`src/design/bridge_drive_pkg.sv`:
```
// constants for the transformer bridge drive control block
// assumes a single 25 MHz system clock
package bridge_drive_pkg;
  localparam int clock_mhz = 25;
  // stall timeout window, microseconds
  localparam int stall_timeout_min_us = 14;
  localparam int stall_timeout_max_us = 56;
  // watchdog fires at the documented minimum, exactly 350 cycles; well inside the maximum
  localparam int stall_timeout_cycles = stall_timeout_min_us * clock_mhz;
  localparam int disable_max_us = 56;
  localparam int disable_cycles = disable_max_us * clock_mhz;
  // switching frequency range, kHz
  localparam int fsw_min_khz = 150;
  localparam int fsw_max_khz = 1000;
  // toggle rate is twice the switching frequency; half period in cycles
  localparam int half_period_fast = (clock_mhz * 1000) / (2 * fsw_max_khz);
  localparam int half_period_slow = (clock_mhz * 1000) / (2 * fsw_min_khz);
  localparam int rate_w = 8;
  localparam int count_w = 12;
  localparam logic [rate_w-1:0] rate_max = 8'hff;
  // dead time: 10 ns rounds up to one 40 ns cycle
  localparam int dead_time_ns = 10;
  localparam int clock_period_ns = 40;
  localparam int dead_cycles = (dead_time_ns + clock_period_ns - 1) / clock_period_ns;
  localparam logic [count_w-1:0] count_zero = 12'h000;
  localparam logic [count_w-1:0] count_one = 12'h001;
  typedef enum logic [1:0] {
    st_off = 2'b00,
    st_dead = 2'b01,
    st_run = 2'b10
  } drive_state_t;
endpackage : bridge_drive_pkg

```
`src/design/rate_oscillator.sv`:
```
// programmable switching oscillator: toggle enable pulse at twice fsw
// assumes rate is a quasi-static setting from the same clock domain
`timescale 1ns/10ps
module rate_oscillator (
  // clock and reset
  input wire logic clock,
  input wire logic resetn,
  // control
  input wire logic run,
  input wire logic [bridge_drive_pkg::rate_w-1:0] rate,
  // toggle enable pulse
  output logic tick
);
  logic [bridge_drive_pkg::count_w-1:0] count_reg, count_next, limit;

  // linear map: rate 0 is fastest, rate max gives the lowest frequency
  always_comb begin
    limit = bridge_drive_pkg::count_w'(bridge_drive_pkg::half_period_fast
      + ((bridge_drive_pkg::half_period_slow - bridge_drive_pkg::half_period_fast)
      * int'(rate)) / int'(bridge_drive_pkg::rate_max));
    count_next = count_reg;
    tick = 1'b0;
    if (!run) begin
      count_next = bridge_drive_pkg::count_zero;
    end else if (count_reg >= limit - bridge_drive_pkg::count_one) begin
      count_next = bridge_drive_pkg::count_zero;
      tick = 1'b1;
    end else begin
      count_next = count_reg + bridge_drive_pkg::count_one;
    end
  end

  always_ff @(posedge clock or negedge resetn) begin
    if (!resetn) begin
      count_reg <= bridge_drive_pkg::count_zero;
    end else begin
      count_reg <= count_next;
    end
  end
endmodule : rate_oscillator

```
`src/design/transformer_bridge_drive_control.sv`:
```
// top of the transformer bridge drive control: source select, toggle stage,
// watchdog, protection gating and break-before-make output sequencing
// assumes mode, clock_or_rate_pin and fault flags arrive asynchronously
`timescale 1ns/10ps
module transformer_bridge_drive_control (
  // clock and reset
  input wire logic clock,
  input wire logic resetn,
  // pins from the controller
  input wire logic mode,
  input wire logic clock_or_rate_pin,
  // internal oscillator setting
  input wire logic [bridge_drive_pkg::rate_w-1:0] rate_setting,
  // protection indications
  input wire logic under_voltage,
  input wire logic over_temp,
  // transformer drive
  output logic drive_out_a,
  output logic drive_out_b,
  output logic enabled
);
  // two-stage synchronisers for the four asynchronous inputs
  logic [3:0] sync1_reg, sync2_reg, prev_pin_reg;
  logic mode_s, pin_s, uv_s, ot_s;

  always_ff @(posedge clock or negedge resetn) begin
    if (!resetn) begin
      sync1_reg <= 4'h0;
      sync2_reg <= 4'h0;
    end else begin
      sync1_reg <= {over_temp, under_voltage, clock_or_rate_pin, mode};
      sync2_reg <= sync1_reg;
    end
  end

  assign mode_s = sync2_reg[0];
  assign pin_s = sync2_reg[1];
  assign uv_s = sync2_reg[2];
  assign ot_s = sync2_reg[3];

  // edge detection on the synchronised pin only
  logic pin_last_reg, pin_rise, pin_change;
  always_ff @(posedge clock or negedge resetn) begin
    if (!resetn) begin
      pin_last_reg <= 1'b0;
    end else begin
      pin_last_reg <= pin_s;
    end
  end
  assign pin_rise = pin_s && !pin_last_reg;
  assign pin_change = pin_s != pin_last_reg;

  // internal oscillator runs only while internal mode is selected
  logic osc_tick;
  rate_oscillator u_osc (
    .clock(clock),
    .resetn(resetn),
    .run(mode_s),
    .rate(rate_setting),
    .tick(osc_tick)
  );

  // watchdog on pin level; a stuck pin in external mode stops the drive
  logic [15:0] stall_reg, stall_next;
  logic stalled_reg, stalled_next;
  localparam logic [15:0] stall_limit = 16'(bridge_drive_pkg::stall_timeout_cycles);
  always_comb begin
    stall_next = stall_reg;
    stalled_next = stalled_reg;
    if (mode_s) begin
      stall_next = 16'h0000;
      stalled_next = 1'b0;
    end else if (pin_rise) begin
      stall_next = 16'h0000;
      stalled_next = 1'b0;
    end else if (pin_change) begin
      stall_next = 16'h0000;
    end else if (stall_reg >= stall_limit) begin
      stalled_next = 1'b1;
    end else begin
      stall_next = stall_reg + 16'h0001;
    end
  end
  // a mode drop starts the external-mode stall count from zero, so the drive stops
  // within the timeout, well inside 56 us

  always_ff @(posedge clock or negedge resetn) begin
    if (!resetn) begin
      stall_reg <= 16'h0000;
      stalled_reg <= 1'b1;
    end else begin
      stall_reg <= stall_next;
      stalled_reg <= stalled_next;
    end
  end

  // thermal flag held until the indication clears (hysteresis sits in the sensor)
  logic hot_reg, hot_next;
  always_comb begin
    hot_next = hot_reg;
    if (ot_s) begin
      hot_next = 1'b1;
    end else begin
      hot_next = 1'b0;
    end
  end
  always_ff @(posedge clock or negedge resetn) begin
    if (!resetn) begin
      hot_reg <= 1'b1;
    end else begin
      hot_reg <= hot_next;
    end
  end

  // source select; external edges only from rising pin transitions
  logic src_tick, allow;
  always_comb begin
    if (mode_s) begin
      src_tick = osc_tick;
    end else begin
      src_tick = pin_rise;
    end
  end
  assign allow = !uv_s && !hot_reg && (mode_s || !stalled_next);

  // toggle stage plus break-before-make sequencer
  bridge_drive_pkg::drive_state_t state_reg, state_next;
  logic phase_reg, phase_next;
  logic [3:0] dead_reg, dead_next;
  logic out_a_reg, out_a_next, out_b_reg, out_b_next;
  localparam logic [3:0] dead_limit = 4'(bridge_drive_pkg::dead_cycles);

  always_comb begin
    state_next = state_reg;
    phase_next = phase_reg;
    dead_next = dead_reg;
    out_a_next = 1'b0;
    out_b_next = 1'b0;
    case (state_reg)
      bridge_drive_pkg::st_off: begin
        dead_next = 4'h0;
        if (allow && src_tick) begin
          phase_next = !phase_reg;
          state_next = bridge_drive_pkg::st_dead;
        end
      end
      bridge_drive_pkg::st_dead: begin
        // both legs off for the dead time
        if (!allow) begin
          state_next = bridge_drive_pkg::st_off;
        end else if (dead_reg + 4'h1 >= dead_limit) begin
          state_next = bridge_drive_pkg::st_run;
          out_a_next = phase_reg;
          out_b_next = !phase_reg;
        end else begin
          dead_next = dead_reg + 4'h1;
        end
      end
      bridge_drive_pkg::st_run: begin
        out_a_next = out_a_reg;
        out_b_next = out_b_reg;
        if (!allow) begin
          out_a_next = 1'b0;
          out_b_next = 1'b0;
          state_next = bridge_drive_pkg::st_off;
        end else if (src_tick) begin
          // one tick halves the source: a full output cycle takes two
          phase_next = !phase_reg;
          dead_next = 4'h0;
          out_a_next = 1'b0;
          out_b_next = 1'b0;
          state_next = bridge_drive_pkg::st_dead;
        end
      end
      default: begin
        state_next = bridge_drive_pkg::st_off;
      end
    endcase
  end

  always_ff @(posedge clock or negedge resetn) begin
    if (!resetn) begin
      state_reg <= bridge_drive_pkg::st_off;
      phase_reg <= 1'b0;
      dead_reg <= 4'h0;
      out_a_reg <= 1'b0;
      out_b_reg <= 1'b0;
    end else begin
      state_reg <= state_next;
      phase_reg <= phase_next;
      dead_reg <= dead_next;
      out_a_reg <= out_a_next;
      out_b_reg <= out_b_next;
    end
  end

  assign drive_out_a = out_a_reg;
  assign drive_out_b = out_b_reg;
  assign enabled = state_reg == bridge_drive_pkg::st_run;
endmodule : transformer_bridge_drive_control

```
`config.mk`:
```
export PLATFORM = sky130hd
export DESIGN_NAME = transformer_bridge_drive_control
export DESIGN_NICKNAME = d
export VERILOG_FILES = /design/src/design/bridge_drive_pkg.sv /design/src/design/rate_oscillator.sv /design/src/design/transformer_bridge_drive_control.sv
export SDC_FILE = /design/constraint.sdc
export NUM_CORES = 1
export LEC_CHECK = 0
export BUFFER_PORTS_ARGS = -buffer_cell sky130_fd_sc_hd__buf_4
export CELL_PAD_IN_SITES_DETAIL_PLACEMENT = 2
export CELL_PAD_IN_SITES_GLOBAL_PLACEMENT = 2
export CORE_ASPECT_RATIO = 1.75
export CORE_UTILIZATION = 40
export CTS_CLUSTER_SIZE = 8
export DETAILED_ROUTE_END_ITERATION = 6
export PLACE_DENSITY = 0.78
export SYNTH_ARGS = -nofsm -noshare
export SYNTH_HDL_FRONTEND = slang
export SYNTH_SLANG_ARGS = --single-unit
```
`constraint.sdc`:
```
create_clock -name clock -period 3.06 [get_ports clock]
set_input_delay 0.306 -clock clock [delete_from_list [all_inputs] [get_ports clock]]
set_output_delay 0.306 -clock clock [all_outputs]
set_load 0.005 [all_outputs]
```
==> results of run 1 <==
through the flow:
| step | setup WS [ns] | setup TNS, ns |
|---|---|---|
| 2_1_floorplan | -5.63 | -102.72 |
| 3_3_place_gp | -6.27 | -116.39 |
cells by family after synthesis:
| logic type | Yosys count | share of synthesized area (%) |
|---|---|---|
| buf+inv | 38 | 2.98 |
| fa+ha+maj | 60 | 16.1 |
| other cells | 2 | 0.149 |
| compound gates | 157 | 25.3 |
| xor+xnor | 45 | 7.82 |
| mux | 3 | 0.695 |
| simple gates | 224 | 23.0 |
| flops | 48 | 23.9 |
==> summary.md, run 1 <==
| Metric | Value |
|---|---|
| Synth unique cells | `89` |
| Row cnt | `53` |
| Die width | `86.9 um` |
| Post-synthesis sequential area ratio | `23.9%` |
| Die height | `150 um` |
| Num ports | `17` |
| Log Error | `[ERROR DPL-0033] detailed placement checks failed during check placement.` |
| Synth async-reset ratio | `100%` |
| Stage reached | `3_5_place_dp` |
| Synth top area share | `22.8%` |
| Synth area leader | `dfrtp_1` |
| Syn Std Cell Area | `5040 um2` |
| Dpl hpwl | `22000 um` |
| RD Place Congestion | `0.944` |
| Synthesized area per cell | `8.73 um2` |
| Yosys Warn Count | `0` |
| Starting Density | `41.5%` |
| Outcome | `stopped before the end` |
| Ranking of synthesized cells by area | `dfrtp_1 (23%), ha_1 (13%), nor2_1 (4.4%), xnor2_1 (4.3%), a21oi_1 (3.5%)` |
| Most frequent cells after synthesis | `nor2_1 (59), ha_1 (52), dfrtp_1 (46)` |
| Port bufs | `16` |
| EDFF count, synth | `0` |
| Most common cell in the netlist | `nor2_1` |
| Gate Count Post-Synth | `577` |
| FF+latch count, synth | `48` |
| Main synth FF type | `dfrtp_1` |
==> run 2: changes to the inputs <==
--- a/config.mk
+++ b/config.mk
@@ -6,13 +6,9 @@
 export NUM_CORES = 1
 export LEC_CHECK = 0
 export BUFFER_PORTS_ARGS = -buffer_cell sky130_fd_sc_hd__buf_4
-export CELL_PAD_IN_SITES_DETAIL_PLACEMENT = 2
-export CELL_PAD_IN_SITES_GLOBAL_PLACEMENT = 2
-export CORE_ASPECT_RATIO = 1.75
-export CORE_UTILIZATION = 40
-export CTS_CLUSTER_SIZE = 8
+export CORE_UTILIZATION = 25
 export DETAILED_ROUTE_END_ITERATION = 6
-export PLACE_DENSITY = 0.78
+export PLACE_DENSITY_LB_ADDON = 0.15
 export SYNTH_ARGS = -nofsm -noshare
 export SYNTH_HDL_FRONTEND = slang
 export SYNTH_SLANG_ARGS = --single-unit
==> summary.md, run 2 <==
| Metric | Value |
|---|---|
| Outcome | `finished with violations` |
| Failing checks | `setup timing` |
| Largest family of logic cells by synthesized area | `compound AO/OA/AOI/OAI gates` |
| EDFF count, synth | `0` |
| Final setup vio count | `19` |
| Post-Layout Cell Count | `1087` |
| Largest net degree at the start of global routing | `49` |
| Clock period minus final worst setup slack | `8.73 ns` |
| Worst skew pair latency | `0.29 ns` |
| Most frequent cells after synthesis | `nor2_1 (59), ha_1 (52), dfrtp_1 (46)` |
| Final ANT Viol Nets | `0` |
| Leak Pwr | `0.00363 uW` |
| Synth top area share | `22.8%` |
| Remaining global-route overflow | `0` |
| RD Place Congestion | `0.858` |
| Synth unique cells | `89` |
| Hold slack | `0.0118 ns` |
| Initial antenna violation count | `0` |
| Crit. End Element | `flip-flop` |
| Port bufs | `16` |
| R2r setup slk | `0.25 ns` |
| Die width | `144 um` |
| Xor and xnor fraction of the mapped netlist area | `7.82%` |
| Final period utilization | `285%` |
| Post-CTS Hold Buffers | `0` |
| Skew final | `0.00884 ns` |
| Full die area | `20700 um2` |
| DRT iter0 DRCs | `218` |
| End of the worst register-to-register path | `dead_reg[0]` |
| CTS tree | `done` |
| Main synth FF type | `dfrtp_1` |
| Share of post-route cells with drive strength above 1 | `46.7%` |
| Dpl hpwl | `12000 um` |
| CORE AREA | `19600 um2` |
| Worst Path Required | `3.28 ns` |
| Slowest stage cell on the critical path | `fa_2` |
| Fin nets | `895` |
| Mux share of post-synthesis cell area | `0.695%` |
| Max Slew Vio Count | `0` |
| Placed cells | `1032` |
| Synthesized area per cell | `8.73 um2` |
| Yosys Warn Count | `0` |
| Fin util | `41.9%` |
| Worst vdd ir | `0.000411 V` |
| Starting Density | `25.7%` |
| Detail Route met3 WL | `284 um` |
| Syn Std Cell Area | `5040 um2` |
| RSZ-0062 raised after global routing | `true` |
| Uppermost routed layer | `met4` |
| Global-route wire length before repair | `25900 um` |
| Pwr Density | `1130 nW/um2` |
| Setup ws final | `-5.67 ns` |
| Ranking of synthesized cells by area | `dfrtp_1 (23%), ha_1 (13%), nor2_1 (4.4%), xnor2_1 (4.3%), a21oi_1 (3.5%)` |
| Max reg flops | `16` |
| Num CTS Buffers | `5` |
| Multi-input combinational cell area | `4440 um2` |
| Final setup TNS | `-106.22 ns` |
| Post-Synth Simple-Gate Area | `23.0%` |
| Hold Crit Class | `input pin to asynchronous set/reset pin` |
| Max Cap Violations | `0` |
| Kind of critical path | `input pin to flip-flop` |
| Synth area leader | `dfrtp_1` |
| Pre-antenna DRT Iters | `4` |
| # diodes | `0` |
| Clock Tree Root | `clkbuf_16` |
| CP startpoint kind | `input pin` |
| Routed wire length | `15400 um` |
| Most frequent cells in the layout | `buf_4 (227), nor2_1 (53), dfrtp_1 (46)` |
| Met2 Routed Length | `7300 um` |
| Max Freq | `114 MHz` |
| CP Max Fanout | `4` |
| WL per Instance | `14.2 um` |
| Final hold violations | `0` |
| H-Tree Depth | `2` |
| CP arrival | `8.95 ns` |
| Layout area overhead | `63.0%` |
| Layout fillers | `1919` |
| Clock-pin slew on the worst setup and hold paths | `0.07 ns` |
| Synth Area in Compound Gates | `25.3%` |
| Gate Count Post-Synth | `577` |
| Gr usage total | `15.5%` |
| Num ports | `17` |
| CP most frequent cell | `buf_4` |
| Worst Reg2Reg Path Length in Cells | `15` |
| Clk sinks | `48` |
| Slew headroom | `61.1%` |
| FF+latch count, synth | `48` |
| RR Startpoint | `stall_reg[0]` |
| Row cnt | `51` |
| Via-to-Cell Ratio | `4.78` |
| Max clock buf depth | `2` |
| Commonest non-fill, non-tap cell in the layout | `buf_4` |
| Most common cell in the netlist | `nor2_1` |
| Die height | `144 um` |
| DR vias | `5201` |
| Post-synthesis sequential area ratio | `23.9%` |
| Synth async-reset ratio | `100%` |
| Overall Power | `9320 uW` |
| Worst slew pin tran | `0.584 ns` |
| Register Area | `1200 um2` |
| Critical Path Max Stage Delay | `0.61 ns` |
| Vias in the first global route | `5287` |
| Synth Area in Adders | `16.1%` |
| Wire length on met1 | `7730 um` |
| Drc violations | `0` |
==> run 2: layer usage <==
metal	GRT usage [%]	vias to the layer above
li1	-	2627
met1	21.5	2506
met2	26.4	56
met3	1.42	12
met4	2.46	0
met5	0	-
==> run 2: area by class of cell <==
type	count	share of cell area, %
Multi-Input combinational cell	493	54.0
Inverter	29	1.36
Clock inverter	3	0.579
Tap cell	265	4.04
Sequential cell	48	14.7
Clock buffer	5	1.52
Timing Repair Buffer	244	23.8
==> run 2: cell families (layout without fill, tap and decap cells) <==
family                     Yosys count  count (layout)
AOI/OAI and AO/OA                  157             157
xor gates and xnor gates            45              45
adders and majority gates           60              60
muxes                                3               3
DFF                                 48              48
buffers and inverters               38             281
and+or+nand+nor                    224             224
other                                2               4
==> run 2: timing repair <==
action | in CTS | in global routing
cloned | 1 | 0
setup buffers | 30 | 21
resized for setup | 82 | 39
setup endpoints to repair | 19 | 19
pin swaps | 66 | 59
==> run 2: how the worst max path moves through the flow <==
stage               startpoint          end  slack, ns  cells past startpoint
6_report       rate_setting[6]  dead_reg[1]      -5.67                     45
3_3_place_gp   rate_setting[5]  dead_reg[1]      -6.22                     47
4_1_cts        rate_setting[5]  dead_reg[1]      -5.50                     51
5_1_grt        rate_setting[6]  dead_reg[1]      -6.06                     45
3_5_place_dp   rate_setting[6]  dead_reg[1]      -6.24                     44
2_1_floorplan  rate_setting[5]  dead_reg[0]      -5.63                     44
==> run 2: per-stage QoR <==
stage / setup WS [ns] / instance area [um2]
5_1_grt: -6.06 / 8210
6_report: -5.67 / 8210
3_5_place_dp: -6.24 / 7030
3_3_place_gp: -6.22 / 7030
2_1_floorplan: -5.63 / 5260
4_1_cts: -5.50 / 7900
==> run 2: worst max-delay path: cells and delay by family <==
family                   cells  cell delay [ns]
AND/OR/NAND/NOR             12             1.74
AO/OA/AOI/OAI               18             3.37
buffers and inverters        7             0.98
XOR/XNOR                     1             0.23
adder cells (fa/ha/maj)      7             2.30
==> run 2: where the power goes <==
part           switching (uW)  internal [uW]  leakage (uW)
clock network             239            388     0.0000840
registers                13.8            655      0.000633
logic                    3870           4150       0.00292
No activity file was read; power rests on OpenSTA's default activity.
